`config.mk`:
```
export PLATFORM = sky130hd
export DESIGN_NAME = stsc_ctrl
export DESIGN_NICKNAME = d
export VERILOG_FILES = /design/src/stsc_pkg.sv /design/src/stsc_ctrl.sv
export SDC_FILE = /design/constraint.sdc
export NUM_CORES = 1
export LEC_CHECK = 0
export BUFFER_PORTS_ARGS = -buffer_cell sky130_fd_sc_hd__buf_4
export CAP_MARGIN = 10
export CORE_ASPECT_RATIO = 2
export CORE_MARGIN = 4
export CORE_UTILIZATION = 40
export DETAILED_ROUTE_END_ITERATION = 7
export HOLD_SLACK_MARGIN = 0.05
export PLACE_DENSITY = 0.66
export SLEW_MARGIN = 10
export SYNTH_ARGS = -nofsm -noshare
export SYNTH_HDL_FRONTEND = slang
export SYNTH_SLANG_ARGS = --single-unit
```
`constraint.sdc`:
```
create_clock -name hclk -period 5.15 [get_ports hclk]
set_input_delay 0.7725 -clock hclk [delete_from_list [all_inputs] [get_ports hclk]]
set_output_delay 0.7725 -clock hclk [all_outputs]
set_load 0.03 [all_outputs]
```
`src/stsc_pkg.sv`:
```
// Constants shared by the status, trigger and self-test control block.
// Assumes a 32-bit AHB-Lite register bus with word-aligned registers.
package stsc_pkg;

  // Register byte offsets.
  localparam logic [5:0] OFF_CMD = 6'h00;
  localparam logic [5:0] OFF_CTRL = 6'h04;
  localparam logic [5:0] OFF_SRE = 6'h08;
  localparam logic [5:0] OFF_STB = 6'h0c;
  localparam logic [5:0] OFF_SPOLL = 6'h10;
  localparam logic [5:0] OFF_OPER = 6'h14;
  localparam logic [5:0] OFF_TVOLT = 6'h18;
  localparam logic [5:0] OFF_TCURR = 6'h1c;
  localparam logic [5:0] OFF_VOLT = 6'h20;
  localparam logic [5:0] OFF_CURR = 6'h24;
  localparam logic [5:0] OFF_TEST = 6'h28;
  localparam logic [5:0] OFF_BUSY = 6'h2c;

  // Command register bits; each written one fires its command once.
  localparam int CMD_TRG = 0;
  localparam int CMD_INIT = 1;
  localparam int CMD_ABORT = 2;
  localparam int CMD_TST = 3;
  localparam int CMD_DIAG = 4;
  localparam int CMD_WAI = 5;

  // Control register fields and reset value.
  localparam int CTRL_CONT = 0;
  localparam int CTRL_SRC_LO = 1;
  localparam int CTRL_OUT = 3;
  localparam int CTRL_SYNC = 4;
  localparam logic [1:0] SRC_BUS = 2'h1;
  localparam logic [1:0] SRC_RESET = 2'h1;

  // Status byte and operation condition layout.
  localparam int STB_SUMMARY_BIT = 6;
  localparam logic [7:0] SRE_WRITABLE = 8'hbf;
  localparam logic [7:0] SRE_RESET = 8'h00;
  localparam int OPER_WAIT_BIT = 5;

  // Self-test weights allowed in each result.
  localparam logic [7:0] TST_COMMON_MASK = 8'h17;
  localparam logic [7:0] TST_EXT_MASK = 8'hf7;
  localparam logic [2:0] TST_LAST_IDX = 3'h7;

  // Busy register bits and setpoint width.
  localparam int BUSY_TST = 0;
  localparam int BUSY_SETTLE = 1;
  localparam int SP_W = 16;
  localparam logic [SP_W-1:0] SP_RESET = 16'h0000;

  typedef enum logic [0:0] {STSC_TST_IDLE, STSC_TST_RUN} stsc_tst_t;

endpackage

```
`src/stsc_ctrl.sv`:
```
// Status byte, bus trigger, self-test and wait-to-continue control block.
// Assumes a single AHB-Lite master on hclk; all other inputs come from
// logic on the same clock, so none of them is synchronised here.
//
// Overview of operation
// RULE1: Status byte query returns 0..255 and leaves every bit unchanged.
// RULE2: Bit six carries the master summary when any enabled condition requests service.
// RULE3: Serial poll returns bit six as request flag and clears that flag.
// RULE4: Status byte clears only through its sources; a query never clears it.
// RULE5: Bus trigger fires only with source bus and waiting flag set.
// RULE6: Continuous arming keeps the trigger armed for every later bus trigger.
// RULE7: Single-arm command arms exactly one later bus trigger when continuous is off.
// RULE8: Bus trigger while disarmed does nothing and raises no error.
// RULE9: Firing loads trigger voltage and current setpoints and clears the waiting flag.
// RULE10: With continuous arming on, firing rearms and sets the waiting flag again.
// RULE11: Bus trigger acts only while the device is addressed as listener.
// RULE12: Bus trigger is ignored while the output is off.
// RULE13: Self-test returns zero on pass, else a nonzero failure code.
// RULE14: Self-test runs every subtest and flags each failing one.
// RULE15: Weights: program memory 1, working memory 2, nonvolatile 4, analog link 16.
// RULE16: Weights 32, 64, 128 appear only in the extended diagnostic result.
// RULE17: Wait-to-continue holds later commands until earlier operations complete.
// RULE18: With sync measurement, wait-to-continue also waits for valid new setpoint.
// RULE19: Bit six is the OR of status bits ANDed with the enable mask.
// RULE20: Abort disarms a single-shot arm; with continuous arming it does nothing.
// RULE21: Bus trigger with another source selected does nothing at all.
//
// Local design decisions: the placing of the registers and the AHB-Lite slave port.
`timescale 1ns/1ps

module stsc_ctrl (
  input wire logic hclk,
  input wire logic hresetn,
  input wire logic hsel,
  input wire logic [31:0] haddr,
  input wire logic [1:0] htrans,
  input wire logic hwrite,
  input wire logic [2:0] hsize,
  input wire logic [31:0] hwdata,
  input wire logic hready,
  output logic hreadyout,
  output logic hresp,
  output logic [31:0] hrdata,
  input wire logic [7:0] status_sources,
  input wire logic listener_addressed,
  input wire logic [7:0] subtest_fail,
  input wire logic setpoint_valid,
  output logic [stsc_pkg::SP_W-1:0] volt_setpoint,
  output logic [stsc_pkg::SP_W-1:0] curr_setpoint,
  output logic trigger_pulse,
  output logic service_request,
  output logic waiting_for_trigger_flag
);

  typedef struct packed {
    logic dp_wr;
    logic [5:0] dp_addr;
    logic [31:0] rdata;
    logic arm_cont;
    logic [1:0] src;
    logic out_on;
    logic sync;
    logic [7:0] sre;
    logic rqs;
    logic mss_d;
    logic armed;
    logic [stsc_pkg::SP_W-1:0] trig_v;
    logic [stsc_pkg::SP_W-1:0] trig_i;
    logic [stsc_pkg::SP_W-1:0] act_v;
    logic [stsc_pkg::SP_W-1:0] act_i;
    logic settle;
    stsc_pkg::stsc_tst_t tst_state;
    logic [2:0] tst_idx;
    logic tst_ext;
    logic [7:0] tst_acc;
    logic [7:0] tst_res;
    logic fire;
  } stsc_state_t;

  stsc_state_t state_reg;
  stsc_state_t state_next;

  logic [7:0] stb_base;
  logic [7:0] stb_enabled;
  logic mss;
  logic busy;
  logic stall;
  logic addr_acc;
  logic fire_ok;
  logic hsize_unused;

  // True when the address sits in the block and matches the given offset.
  function automatic logic reg_hit(input logic [31:0] addr, input logic [5:0] off);
    reg_hit = (addr[31:6] == 26'h0000000) && (addr[5:2] == off[5:2]);
  endfunction

  ////////////////////////////////////////////////////////////////////////////
  // Status byte summary.

  // Bit six of the raw byte is never a source; the summary replaces it.
  assign stb_base = {status_sources[7], 1'b0, status_sources[5:0]};

  // Each status bit is gated by its enable bit.
  generate
    for (genvar i = 0; i < 8; i++) begin : g_mask
      assign stb_enabled[i] = stb_base[i] & state_reg.sre[i]; // RULE19
    end
  endgenerate

  // Any enabled bit raises the summary.
  assign mss = |stb_enabled; // RULE2

  ////////////////////////////////////////////////////////////////////////////
  // Bus handshake and pending-operation tracking.

  // Pending work: a running self-test or a setpoint not yet settled.
  assign busy = (state_reg.tst_state == stsc_pkg::STSC_TST_RUN) || state_reg.settle;

  // A wait-to-continue write holds its data phase, blocking the bus, while busy.
  assign stall = state_reg.dp_wr && (state_reg.dp_addr == stsc_pkg::OFF_CMD)
                 && hwdata[stsc_pkg::CMD_WAI] && busy; // RULE17 RULE18

  assign addr_acc = hsel && htrans[1] && hready;
  assign hsize_unused = |hsize;

  // A bus trigger fires only when every gating condition holds.
  assign fire_ok = hwdata[stsc_pkg::CMD_TRG] && listener_addressed // RULE11
                   && state_reg.out_on // RULE12
                   && (state_reg.src == stsc_pkg::SRC_BUS) // RULE5 RULE21
                   && state_reg.armed; // RULE8

  ////////////////////////////////////////////////////////////////////////////
  // Next-state logic.

  // Data phase writes, address phase reads, trigger, self-test and settle.
  always_comb begin
    logic [7:0] acc;
    logic sp_change;
    acc = state_reg.tst_acc;
    sp_change = 1'b0;
    state_next = state_reg;
    state_next.fire = 1'b0;
    state_next.mss_d = mss;

    // Settling ends once the new setpoint is reported valid.
    if (state_reg.settle && setpoint_valid) begin
      state_next.settle = 1'b0;
    end

    // Data phase of a write; nothing executes while it is held.
    if (state_reg.dp_wr && !stall) begin
      state_next.dp_wr = 1'b0;
      unique case (state_reg.dp_addr)
        stsc_pkg::OFF_CMD: begin
          if (hwdata[stsc_pkg::CMD_ABORT] && !state_reg.arm_cont) begin
            state_next.armed = 1'b0; // RULE20
          end
          if (hwdata[stsc_pkg::CMD_INIT] && !state_reg.arm_cont) begin
            state_next.armed = 1'b1; // RULE7
          end
          if (fire_ok) begin
            state_next.fire = 1'b1;
            state_next.act_v = state_reg.trig_v; // RULE9
            state_next.act_i = state_reg.trig_i; // RULE9
            state_next.armed = state_reg.arm_cont; // RULE9 RULE10
            sp_change = 1'b1;
          end
          if ((hwdata[stsc_pkg::CMD_TST] || hwdata[stsc_pkg::CMD_DIAG])
              && (state_reg.tst_state == stsc_pkg::STSC_TST_IDLE)) begin
            state_next.tst_state = stsc_pkg::STSC_TST_RUN;
            state_next.tst_idx = 3'h0;
            state_next.tst_acc = 8'h00;
            state_next.tst_ext = hwdata[stsc_pkg::CMD_DIAG];
          end
        end
        stsc_pkg::OFF_CTRL: begin
          state_next.arm_cont = hwdata[stsc_pkg::CTRL_CONT];
          state_next.src = hwdata[stsc_pkg::CTRL_SRC_LO +: 2];
          state_next.out_on = hwdata[stsc_pkg::CTRL_OUT];
          state_next.sync = hwdata[stsc_pkg::CTRL_SYNC];
          if (hwdata[stsc_pkg::CTRL_CONT]) begin
            state_next.armed = 1'b1; // RULE6
          end
        end
        stsc_pkg::OFF_SRE: begin
          state_next.sre = hwdata[7:0] & stsc_pkg::SRE_WRITABLE;
        end
        stsc_pkg::OFF_TVOLT: begin
          state_next.trig_v = hwdata[stsc_pkg::SP_W-1:0];
        end
        stsc_pkg::OFF_TCURR: begin
          state_next.trig_i = hwdata[stsc_pkg::SP_W-1:0];
        end
        stsc_pkg::OFF_VOLT: begin
          state_next.act_v = hwdata[stsc_pkg::SP_W-1:0];
          sp_change = 1'b1;
        end
        stsc_pkg::OFF_CURR: begin
          state_next.act_i = hwdata[stsc_pkg::SP_W-1:0];
          sp_change = 1'b1;
        end
        default: begin
        end
      endcase
    end

    // A setpoint change under sync measurement must settle first.
    if (sp_change && state_reg.sync) begin
      state_next.settle = 1'b1; // RULE18
    end

    // One subtest per cycle; a failure never stops the sequence.
    if (state_reg.tst_state == stsc_pkg::STSC_TST_RUN) begin
      acc[state_reg.tst_idx] = subtest_fail[state_reg.tst_idx]; // RULE14 RULE15
      state_next.tst_acc = acc;
      state_next.tst_idx = state_reg.tst_idx + 3'h1;
      if (state_reg.tst_idx == stsc_pkg::TST_LAST_IDX) begin
        state_next.tst_state = stsc_pkg::STSC_TST_IDLE;
        state_next.tst_res = acc & (state_reg.tst_ext ? stsc_pkg::TST_EXT_MASK // RULE16
                                                      : stsc_pkg::TST_COMMON_MASK); // RULE13
      end
    end

    // Address phase: latch writes, capture read data now.
    if (addr_acc) begin
      state_next.dp_wr = hwrite && (haddr[31:6] == 26'h0000000);
      state_next.dp_addr = {haddr[5:2], 2'b00};
      state_next.rdata = 32'h00000000;
      if (!hwrite) begin
        if (reg_hit(haddr, stsc_pkg::OFF_CTRL)) begin
          state_next.rdata = {27'h0000000, state_reg.sync, state_reg.out_on,
                              state_reg.src, state_reg.arm_cont};
        end
        if (reg_hit(haddr, stsc_pkg::OFF_SRE)) begin
          state_next.rdata = {24'h000000, state_reg.sre};
        end
        if (reg_hit(haddr, stsc_pkg::OFF_STB)) begin
          state_next.rdata = {24'h000000, stb_base[7], mss, stb_base[5:0]}; // RULE1 RULE4
        end
        if (reg_hit(haddr, stsc_pkg::OFF_SPOLL)) begin
          state_next.rdata = {24'h000000, stb_base[7], state_reg.rqs, stb_base[5:0]};
          state_next.rqs = 1'b0; // RULE3
        end
        if (reg_hit(haddr, stsc_pkg::OFF_OPER)) begin
          state_next.rdata = 32'h00000000;
          state_next.rdata[stsc_pkg::OPER_WAIT_BIT] = state_reg.armed;
        end
        if (reg_hit(haddr, stsc_pkg::OFF_TVOLT)) begin
          state_next.rdata = {16'h0000, state_reg.trig_v};
        end
        if (reg_hit(haddr, stsc_pkg::OFF_TCURR)) begin
          state_next.rdata = {16'h0000, state_reg.trig_i};
        end
        if (reg_hit(haddr, stsc_pkg::OFF_VOLT)) begin
          state_next.rdata = {16'h0000, state_reg.act_v};
        end
        if (reg_hit(haddr, stsc_pkg::OFF_CURR)) begin
          state_next.rdata = {16'h0000, state_reg.act_i};
        end
        if (reg_hit(haddr, stsc_pkg::OFF_TEST)) begin
          state_next.rdata = {24'h000000, state_reg.tst_res};
        end
        if (reg_hit(haddr, stsc_pkg::OFF_BUSY)) begin
          state_next.rdata = 32'h00000000;
          state_next.rdata[stsc_pkg::BUSY_TST] = (state_reg.tst_state == stsc_pkg::STSC_TST_RUN);
          state_next.rdata[stsc_pkg::BUSY_SETTLE] = state_reg.settle;
        end
      end
    end

    // A fresh service request wins over a poll in the same cycle.
    if (mss && !state_reg.mss_d) begin
      state_next.rqs = 1'b1; // RULE3
    end
  end

  // State register.
  always_ff @(posedge hclk or negedge hresetn) begin
    if (!hresetn) begin
      state_reg <= '{dp_wr: 1'b0, dp_addr: 6'h00, rdata: 32'h00000000,
                     arm_cont: 1'b0, src: stsc_pkg::SRC_RESET, out_on: 1'b0,
                     sync: 1'b0, sre: stsc_pkg::SRE_RESET, rqs: 1'b0, mss_d: 1'b0,
                     armed: 1'b0, trig_v: stsc_pkg::SP_RESET, trig_i: stsc_pkg::SP_RESET,
                     act_v: stsc_pkg::SP_RESET, act_i: stsc_pkg::SP_RESET, settle: 1'b0,
                     tst_state: stsc_pkg::STSC_TST_IDLE, tst_idx: 3'h0, tst_ext: 1'b0,
                     tst_acc: 8'h00, tst_res: 8'h00, fire: 1'b0};
    end else begin
      state_reg <= state_next;
    end
  end

  // Outputs.
  assign hreadyout = !stall;
  assign hresp = 1'b0;
  assign hrdata = state_reg.rdata;
  assign volt_setpoint = state_reg.act_v;
  assign curr_setpoint = state_reg.act_i;
  assign trigger_pulse = state_reg.fire;
  assign service_request = state_reg.rqs;
  assign waiting_for_trigger_flag = state_reg.armed;
endmodule

```
==> key figures, run 1 <==
Floorplanning
  • Core area: 16350 sq um
  • IO Pins: 161
  • # rows: 66
  • Die area: 18900 sq um
  • Die X: 99.24 um
  • Chip height: 190.5 um
  • Starting density of the core: 40.73%

Pwr
  • Peak supply drop: 0.0002447 V
  • Cell leakage power: 3.651 nW
  • Total power: 2.426 mW
  • Power Dens Cells: 306.9 nW/um^2

Final layout
  • Share of cells above drive strength 1: 37.45%
  • Final core occ: 48.34%
  • Fill count: 1540
  • P&R area growth vs syn: 18.70%
  • Post-route insts no fill: 901
  • Ant. Diodes: 0
  • Number of flip-flops under the largest register name: 70
  • Total Nets Final: 779

Global routing
  • Largest net degree at the start of global routing: 68
  • Initial antenna violation count: 0
  • Gr ovfl total: 0
  • GRT Total Usage: 21.27%
  • First-pass GRT wire length: 30570 um
  • Vias in the first global route: 5499

Worst setup path
  • Slowest cell delay on critical path: 0.60 ns
  • CP required: 4.38 ns
  • Slowest CP cell: or4_4
  • Crit Path Max Fanout: 9
  • CP startpoint kind: register
  • R2r setup slk: 2.55 ns
  • Crit end category: primary output
  • Reg2reg end: curr_setpoint[2]
  • Worst R2R Start: state_reg[100]
  • WP data arrival: 1.90 ns
  • CP cell instances: or4_4, nor2_1, nand2_1, buf_4
  • Reg2reg path depth: 5
  • Kind of critical path: reg -> out

Drt
  • Vias: 5116
  • Drt drc: 0
  • DR pass1 iterations: 6
  • Final wirelength: 20090 um
  • DRT antenna net count: 0
  • WL/cell: 22.30 um
  • Post-DR vias/cell: 5.678
  • Iter 0 DRT Violations: 327

Synth
  • EDFF count, synth: 0
  • Biggest area consumer among synthesized cells: dfrtp_1
  • Post-synthesis sequential area ratio: 45.49%
  • Synth Flop Type: dfrtp_1
  • Avg Synthesized Cell Area: 10.74 sq um
  • Synth warn: 0
  • Share of the synthesized area in the top cell type: 45.10%
  • Post-synthesis register bit count: 121
  • List of most frequent post-synthesis cells: dfrtp_1, mux2_2, buf_4, nand2_1, nor2_1
  • Yosys cell types: 63
  • Most instantiated library cell after synthesis: dfrtp_1
  • Post-Synthesis Cells: 620
  • Async set-or-reset flop fraction in the synthesized netlist: 100.0%
  • Synth area leaders: dfrtp_1, mux2_2, buf_4, mux2i_1, a21oi_1
  • Post-Syn Area: 6659 sq um

CTS
  • Hold buffers post-CTS: 0
  • CTS buffer count: 17
  • Setup bufs post-CTS: 0
  • CTS Sinks: 121
  • Clock slew at reported path FFs: 0.06 ns
  • # H-tree levels: 4
  • Clock Tree Buf Depth: 2
  • Post_cts resized: 0
  • CTS tree: done
  • Skew-Pair Late Insertion Delay: 0.40 ns
  • CTS Root Cell: clkbuf_16

Timing
  • Worst-Margin Slew: 1.207 ns
  • Setup WS post-layout: 2.479 ns
  • Max Slew Vio Count: 0
  • Tcrit/Tclk final: 51.86%
  • RSZ-0062 raised after global routing: no
  • Slew HR: 19.31%
  • Post-route minimum period: 2.671 ns
  • Sum Neg Setup Slack: 0 ns
  • Setup violations, final: 0
  • Hold Vio Cnt, Final: 0
  • Layout Skew: 0.005724 ns
  • Max frequency: 374.4 MHz

Placed design
  • Post-DP HPWL: 14720 um
  • DP Worst Slack: 2.158 ns
  • Placed insts: 870
  • PortBufs: 119
  • RD Place Congestion: 0.8945

Status
  • Outcome: finished clean

Flow run
  • Max-Cap Viols: 0

Worst hold path
  • Worst hold path type: in -> async
-- layout by cell type (no fill, tap or decap), types with 3 or more instances in the layout --
cell / instances
a21boi_0: 9
a21oi_1: 34
a222oi_1: 9
a22o_1: 13
a22oi_1: 5
a31oi_1: 5
a32o_1: 4
buf_4: 125
bufinv_16: 3
clkbuf_16: 17
clkinvlp_4: 5
conb_1: 17
dfrtp_1: 120
inv_1: 9
mux2_2: 87
mux2_4: 9
mux2i_1: 22
nand2_1: 42
nand2b_1: 3
nand3_1: 9
nand3b_1: 3
nor2_1: 42
nor2b_1: 7
nor3_1: 3
nor4_1: 7
o21ai_0: 32
o31ai_1: 3
-- area by class of cell --
type | count | area, sq um | area share [%]
Inverter | 10 | 37.54 | 0.4749
Timing Repair Buffer | 125 | 938.4 | 11.87
Clock inverter | 11 | 146.4 | 1.852
Tap cell | 204 | 255.2 | 3.229
Sequential cell | 121 | 3029 | 38.33
Clock buffer | 20 | 456.7 | 5.778
Multi-Input combinational cell | 410 | 3040 | 38.47
-- per-stage QoR --
stage / hold WS [ns] / cell area [sq um]
4_1_cts: 0.2082 / 7904
6_report: 0.2227 / 7904
5_1_grt: 0.2147 / 7904
3_5_place_dp: 0.4808 / 7301
3_3_place_gp: 0.4624 / 7301
2_1_floorplan: 0.4498 / 6719
-- per-layer routing --
layer / GRT usage, % / vias to the layer above / wire length [um]
met5: 0 / - / 0
met2: 39.95 / 183 / 11250
met4: 11.89 / 0 / 1021
met3: 3.112 / 46 / 867
li1: - / 2297 / -
met1: 21.98 / 2590 / 6958
-- critical path: cells and delay by family, from the launching register on --
family,cells,cell delay [ns]
buffers and inverters,1,0.17
DFF,1,0.47
and+or+nand+nor,3,0.85
-- power by group --
| group | switching (mW) | total, mW | internal, mW |
|---|---|---|---|
| clock | 0.427 | 1.21 | 0.783 |
| sequential | 0.0198 | 0.988 | 0.968 |
| combinational | 0.138 | 0.227 | 0.0893 |
| total | 0.585 | 2.43 | 1.84 |
-- how the worst max path moves through the flow --
stage | slack, ns | start | cells past startpoint | to
after floorplan | 2.91 | haddr[2] | 7 | hrdata[3]
after global placement | 2.19 | hwdata[0] | 6 | curr_setpoint[1]
after detailed placement | 2.16 | hwdata[0] | 6 | curr_setpoint[15]
after CTS | 2.45 | state_reg[137] | 4 | hreadyout
after global routing | 2.39 | state_reg[137] | 4 | hreadyout
final | 2.48 | state_reg[137] | 4 | hreadyout
-- cells by family (layout without fill, tap and decap cells) --
family                   after synthesis  after routing  share of synthesized area, %
AO/OA/AOI/OAI                        138            138                         14.09
AND/OR/NAND/NOR                      134            134                         9.827
flip-flops                           121            121                         45.49
adder cells (fa/ha/maj)                2              2                        0.3757
buffers and inverters                105            166                         9.940
other                                  1             17                       0.05632
multiplexers                         119            119                         20.22
(Power assumes the default switching activity.)
==> run 2, diff against run 1 <==
- PLACE_DENSITY: 0.66 -> 0.68
- clock period: 5.15 -> 2.4 ns (I/O delays scaled with it)
==> run 2 against run 1 <==
Against the previous run:
- worst hold slack got worse by 0.078 ns
- core utilization is 1.7 points higher
- largest power group unchanged
- final cell count is 3.1% higher
- combinational power grew 130%
- sequential share of layout area down 1.3 points
- critical path type unchanged
- wire length decreased by 1.1%
==> key figures, run 2 (synthesis results as in run 1) <==
Status
  • Outcome: finished clean

Worst setup path
  • WP buf/inv: 1 (unchanged)
  • Delay-heaviest family, CP: simple AND/OR/NAND/NOR gates
  • CP startpoint kind: register
  • Crit Path Max Fanout: 6 (-3)
  • Slowest cell delay on critical path: 0.57 ns (-0.03 ns)
  • CP required: 2.04 ns (-2.34 ns)
  • Kind of critical path: reg -> out
  • Slowest CP cell: or4_4
  • CP cell instances: or4_4, nor2_1, nand2_1, buf_4
  • WP data arrival: 1.83 ns (-0.07 ns)
  • Crit end category: primary output

Drt
  • Iter 0 DRT Violations: 325 (-0.61%)
  • Top Layer Used: met4
  • Final wirelength: 19870 um (-1.1%)
  • Met3 WL: 832 um (-4.0%)
  • Wl on met1: 7016 um (+0.83%)
  • Met2 Wirelength: 10610 um (-5.7%)
  • DR pass1 iterations: 7 (+1)
  • Vias: 5155 (+0.76%)
  • Drt drc: 0 (unchanged)
  • WL/cell: 21.39 um (-4.1%)
  • DRT antenna net count: 0 (unchanged)
  • Post-DR vias/cell: 5.549 (-2.3%)

Global routing
  • GRT Total Usage: 21.23% (-0.034 points)
  • Largest net degree at the start of global routing: 60 (-12%)
  • Initial antenna violation count: 0 (unchanged)
  • Vias in the first global route: 5471 (-0.51%)
  • Gr ovfl total: 0 (unchanged)
  • First-pass GRT wire length: 30460 um (-0.38%)

Floorplanning
  • Die X: 99.24 um (unchanged)
  • # rows: 66 (unchanged)
  • Die area: 18900 sq um (unchanged)
  • Starting density of the core: 40.73% (unchanged)
  • Chip height: 190.5 um (unchanged)
  • Core area: 16350 sq um (unchanged)
  • IO Pins: 161 (unchanged)

Placed design
  • PortBufs: 119 (unchanged)
  • Post-DP HPWL: 14990 um (+1.8%)
  • RD Place Congestion: 0.9039 (+1.1%)

Final layout
  • Total Nets Final: 806 (+3.5%)
  • Most frequent cells in the layout: buf_4, dfrtp_1, mux2_2, nor2_1, nand2_1
  • Number of flip-flops under the largest register name: 70 (unchanged)
  • Final core occ: 50.00% (+1.7 points)
  • Fill count: 1503 (-2.4%)
  • Share of cells above drive strength 1: 39.86% (+2.4 points)
  • Ant. Diodes: 0 (unchanged)
  • Commonest non-fill, non-tap cell in the layout: buf_4
  • P&R area growth vs syn: 22.77%

Pwr
  • Power Dens Cells: 658.5 nW/um^2 (+110%)
  • Cell leakage power: 3.820 nW (+4.6%)
  • Peak supply drop: 0.0004841 V (+98%)

CTS
  • Setup bufs post-CTS: 0 (unchanged)
  • Clock slew at reported path FFs: 0.05 ns (about the same)
  • Skew-Pair Late Insertion Delay: 0.41 ns (about the same)
  • Post_cts resized: 0 (unchanged)
  • CTS buffer count: 17 (unchanged)
  • # H-tree levels: 4 (unchanged)
  • CTS tree: done
  • Clock Tree Buf Depth: 2 (unchanged)
  • CTS Sinks: 121 (unchanged)
  • CTS Root Cell: clkbuf_16

Timing
  • Post-route minimum period: 2.190 ns
  • RSZ-0062 raised after global routing: no
  • Layout Skew: 0.008997 ns (+0.003273 ns)
  • Tcrit/Tclk final: 91.23%
  • Max frequency: 456.7 MHz
  • Sum Neg Setup Slack: 0 ns (unchanged)
  • Setup violations, final: 0 (unchanged)
  • Hold Vio Cnt, Final: 0 (unchanged)
  • Max Slew Vio Count: 0 (unchanged)

Worst hold path
  • Worst hold path type: in -> reg

Flow run
  • Max-Cap Viols: 0 (unchanged)
## run 2: cell types whose count changed in the layout (fill, tap and decap cells not counted)
cell           before  now
clkinvlp_4          5    3
bufinv_16           3    4
dlygate4sd3_1       0    1
buf_4             125  149
clkinv_4            0    3
clkbuf_1            1    0
inv_6               1    2
buf_12              0    2
clkinv_2            2    1
## run 2: worst paths after layout
path                           startpoint                 to  slack [ns]  depth (start not counted)
max                        state_reg[138]          hreadyout        0.21                          4
max reg2reg                state_reg[138]   curr_setpoint[1]        0.25                          5
max in group asynchronous         hresetn  volt_setpoint[11]        1.17                          3
min                        setpoint_valid      state_reg[22]        0.14                          2
min in group asynchronous         hresetn   volt_setpoint[1]        0.45                          2
min reg2reg                    hrdata[12]         hrdata[12]        0.48                          2
## run 2: layout make-up
| type | instances | area, sq um | area share [%] |
|---|---|---|---|
| Clock buffer | 19 | 452.9 | 5.540 |
| Sequential cell | 121 | 3029 | 37.05 |
| Inverter | 10 | 37.54 | 0.4591 |
| Tap cell | 204 | 255.2 | 3.122 |
| Timing Repair Buffer | 152 | 1169 | 14.29 |
| Clock inverter | 13 | 191.4 | 2.342 |
| Multi-Input combinational cell | 410 | 3040 | 37.19 |
## run 2: what timing repair did
item | CTS | global route
hold buffers | 1 | 0
setup endpoints to repair | 0 | 0
endpoints found under the hold margin | 31 | 0
## run 2: through the flow
stage | hold WS [ns] | power, mW | instances | setup WS, ns | instance area (sq um)
2_1_floorplan | 0.06441 | 2.416 | 636 | 0.2959 | 6719
3_3_place_gp | 0.3296 | 2.650 | 896 | 0.3178 | 7521
3_5_place_dp | 0.3410 | 2.667 | 896 | 0.2539 | 7521
4_1_cts | 0.1297 | 5.442 | 929 | 0.1899 | 8175
5_1_grt | 0.1466 | 5.570 | 929 | 0.1480 | 8175
6_report | 0.1448 | 5.383 | 929 | 0.2104 | 8175
## run 2: worst register-to-register path, stage by stage (launching register included)
cell and delay (ns):
dfrtp_1 0.43, or4_4 0.57, or2_4 0.29, a21oi_4 0.18, buf_12 0.20, mux2_2 0.37
## run 2: report_power, final
part           internal, mW  leakage, nW  total (mW)  switching (mW)
registers              2.08         1.62        2.11          0.0322
logic                 0.217         1.90       0.522           0.305
clock network          1.80        0.306        2.75           0.949
## run 2: layer usage
layer	GRT usage, %	vias to the layer above
met4	15.68	0
met3	3.662	59
met2	37.51	188
met1	22.04	2550
met5	0	-
li1	-	2358
==> run 3, diff against run 2 <==
- CORE_UTILIZATION: 40 -> 49
- PLACE_DENSITY: 0.68 -> 0.8
==> run 3 against run 2 <==
Against the previous run:
- flip-flop and latch count stayed put
- largest power group unchanged
- non-clock buffer count decreased by 6
- global-route usage grew 3.7 points
==> key figures, run 3 (synthesis results as in run 1) <==
Final layout
  • Register Area: 3029 sq um (unchanged)
  • Multi-input logic area: 3040 sq um (unchanged)
  • Fill count: 1062 (-29%)
  • Number of flip-flops under the largest register name: 70 (unchanged)
  • Ant. Diodes: 0 (unchanged)
  • Commonest non-fill, non-tap cell in the layout: buf_4
  • Post-route insts no fill: 874 (-5.9%)
  • P&R area growth vs syn: 21.04%
  • Most frequent cells in the layout: buf_4, dfrtp_1, mux2_2, nor2_1, nand2_1
  • Total Nets Final: 800 (-0.74%)
  • Share of cells above drive strength 1: 39.22% (-0.64 points)

Flow run
  • Max-Cap Viols: 0 (unchanged)

Timing
  • Setup violations, final: 0 (unchanged)
  • Hold Vio Cnt, Final: 0 (unchanged)
  • Tcrit/Tclk final: 91.20% (about the same)
  • Layout Skew: 0.009707 ns (+0.0007098 ns)
  • Post-route minimum period: 2.189 ns (-0.0006720 ns)
  • Max Slew Vio Count: 0 (unchanged)
  • Max frequency: 456.9 MHz (about the same)
  • Slew HR: 62.39%
  • RSZ-0062 raised after global routing: no
  • Sum Neg Setup Slack: 0 ns (unchanged)
  • Worst-Margin Slew: 0.5641 ns

Drt
  • WL/cell: 22.23 um (+3.9%)
  • DR pass1 iterations: 6 (-1)
  • Vias: 5320 (+3.2%)
  • DRT antenna net count: 0 (unchanged)
  • Final wirelength: 19430 um (-2.2%)
  • Post-DR vias/cell: 6.087 (+9.7%)
  • Iter 0 DRT Violations: 424 (+30%)
  • Drt drc: 0 (unchanged)

CTS
  • Post_cts resized: 0 (unchanged)
  • CTS tree: done
  • CTS Sinks: 121 (unchanged)
  • CTS Root Cell: clkbuf_16
  • Skew-Pair Late Insertion Delay: 0.42 ns (about the same)
  • CTS buffer count: 17 (unchanged)
  • Clock Tree Buf Depth: 2 (unchanged)
  • # H-tree levels: 4 (unchanged)
  • Setup bufs post-CTS: 0 (unchanged)
  • Clock slew at reported path FFs: 0.06 ns (about the same)
  • Hold buffers post-CTS: 1 (unchanged)

Worst hold path
  • Hold path depth: 2 (unchanged)
  • Worst hold path type: in -> reg
  • Hold_sp: setpoint_valid

Global routing
  • GRT Total Usage: 24.95% (+3.7 points)
  • Largest net degree at the start of global routing: 58 (-3.3%)
  • First-pass GRT wire length: 30300 um (-0.52%)
  • Vias in the first global route: 5552 (+1.5%)
  • Gr ovfl total: 0 (unchanged)
  • Initial antenna violation count: 0 (unchanged)

Worst setup path
  • Worst R2R Start: state_reg[139]
  • CP startpoint: state_reg[139]
  • Slowest cell delay on critical path: 0.54 ns (-0.03 ns)
  • WP data arrival: 1.83 ns (about the same)
  • Crit end category: primary output
  • CP startpoint kind: register
  • Crit Path Max Fanout: 7 (+1)
  • CP cell instances: or4_4, nor2_1, nand2_1, buf_4
  • Slowest CP cell: or4_4
  • CP required: 2.04 ns (about the same)
  • Reg2reg path depth: 5 (unchanged)
  • Kind of critical path: reg -> out

Pwr
  • Cell leakage power: 3.783 nW (-0.96%)
  • Peak supply drop: 0.0005160 V (+6.6%)
  • Power Dens Cells: 656.2 nW/um^2 (-0.35%)

Floorplanning
  • Die X: 90.43 um (-8.9%)
  • Core area: 13360 sq um (-18%)
  • IO Pins: 161 (unchanged)
  • Starting density of the core: 49.83% (+9.1 points)
  • Chip height: 172.9 um (-9.2%)
  • Die area: 15630 sq um (-17%)
  • # rows: 60 (-9.1%)

Placed design
  • Post-DP HPWL: 14340 um (-4.3%)
  • RD Place Congestion: 0.9732 (+7.7%)
  • Placed insts: 841 (-6.1%)
  • PortBufs: 119 (unchanged)

Status
  • Outcome: finished clean
[run 3: cell types whose count changed in the layout (fill, tap and decap cells not counted), sizes merged]
cell / delta
buf: -6
clkinv: +1
bufinv: -1
clkinvlp: -1
clkbuf: +1
[run 3: cell type report]
cell class | instances | area share, %
multi-input cells | 410 | 37.72
flip-flops and latches | 121 | 37.58
repair buffers | 146 | 14.10
clock buffers | 20 | 5.666
well taps | 155 | 2.406
clock inverters | 12 | 2.065
inverters | 10 | 0.4657
[run 3: routing by layer]
layer | wire length [um] | vias to the layer above | track usage, %
li1 | - | 2342 | -
met3 | 1232 | 80 | 5.921
met4 | 1236 | 0 | 16.43
met1 | 6504 | 2624 | 25.25
met5 | 0 | - | 0
met2 | 10460 | 274 | 44.86
[run 3: critical path, delay by kind of cell, from the launching register on]
| family | cells | cell delay (ns) |
|---|---|---|
| flops | 1 | 0.45 |
| simple gates | 3 | 0.78 |
| buf+inv | 1 | 0.17 |
[run 3: through the flow]
| stage | util [%] | area, sq um | setup WS [ns] | hold WS (ns) | power (mW) |
|---|---|---|---|---|---|
| finish | 60.32 | 8060 | 0.2111 | 0.1174 | 5.289 |
| global placement | 55.58 | 7427 | 0.2612 | 0.3654 | 2.624 |
| CTS | 60.32 | 8060 | 0.1985 | 0.1141 | 5.295 |
| global route | 60.32 | 8060 | 0.1537 | 0.1152 | 5.442 |
| detailed placement | 55.58 | 7427 | 0.1855 | 0.3881 | 2.641 |
| floorplan | - | 6719 | 0.2959 | 0.06441 | 2.416 |
[run 3: path summary, 6_finish.rpt]
| check | endpoint | slack, ns |
|---|---|---|
| worst min-delay path | state_reg[22] | 0.12 |
| worst min register to register | hrdata[6] | 0.48 |
| worst max-delay path | hreadyout | 0.21 |
| max in group asynchronous | state_reg[98] | 1.14 |
| min in group asynchronous | state_reg[13] | 0.49 |
| worst max register to register | curr_setpoint[4] | 0.29 |
[run 3: power by group]
part	switching, mW	leakage, nW	internal [mW]
Clock	0.974	0.297	1.70
Combinational	0.293	1.87	0.207
Sequential	0.0368	1.62	2.08
Total	1.30	3.78	3.99
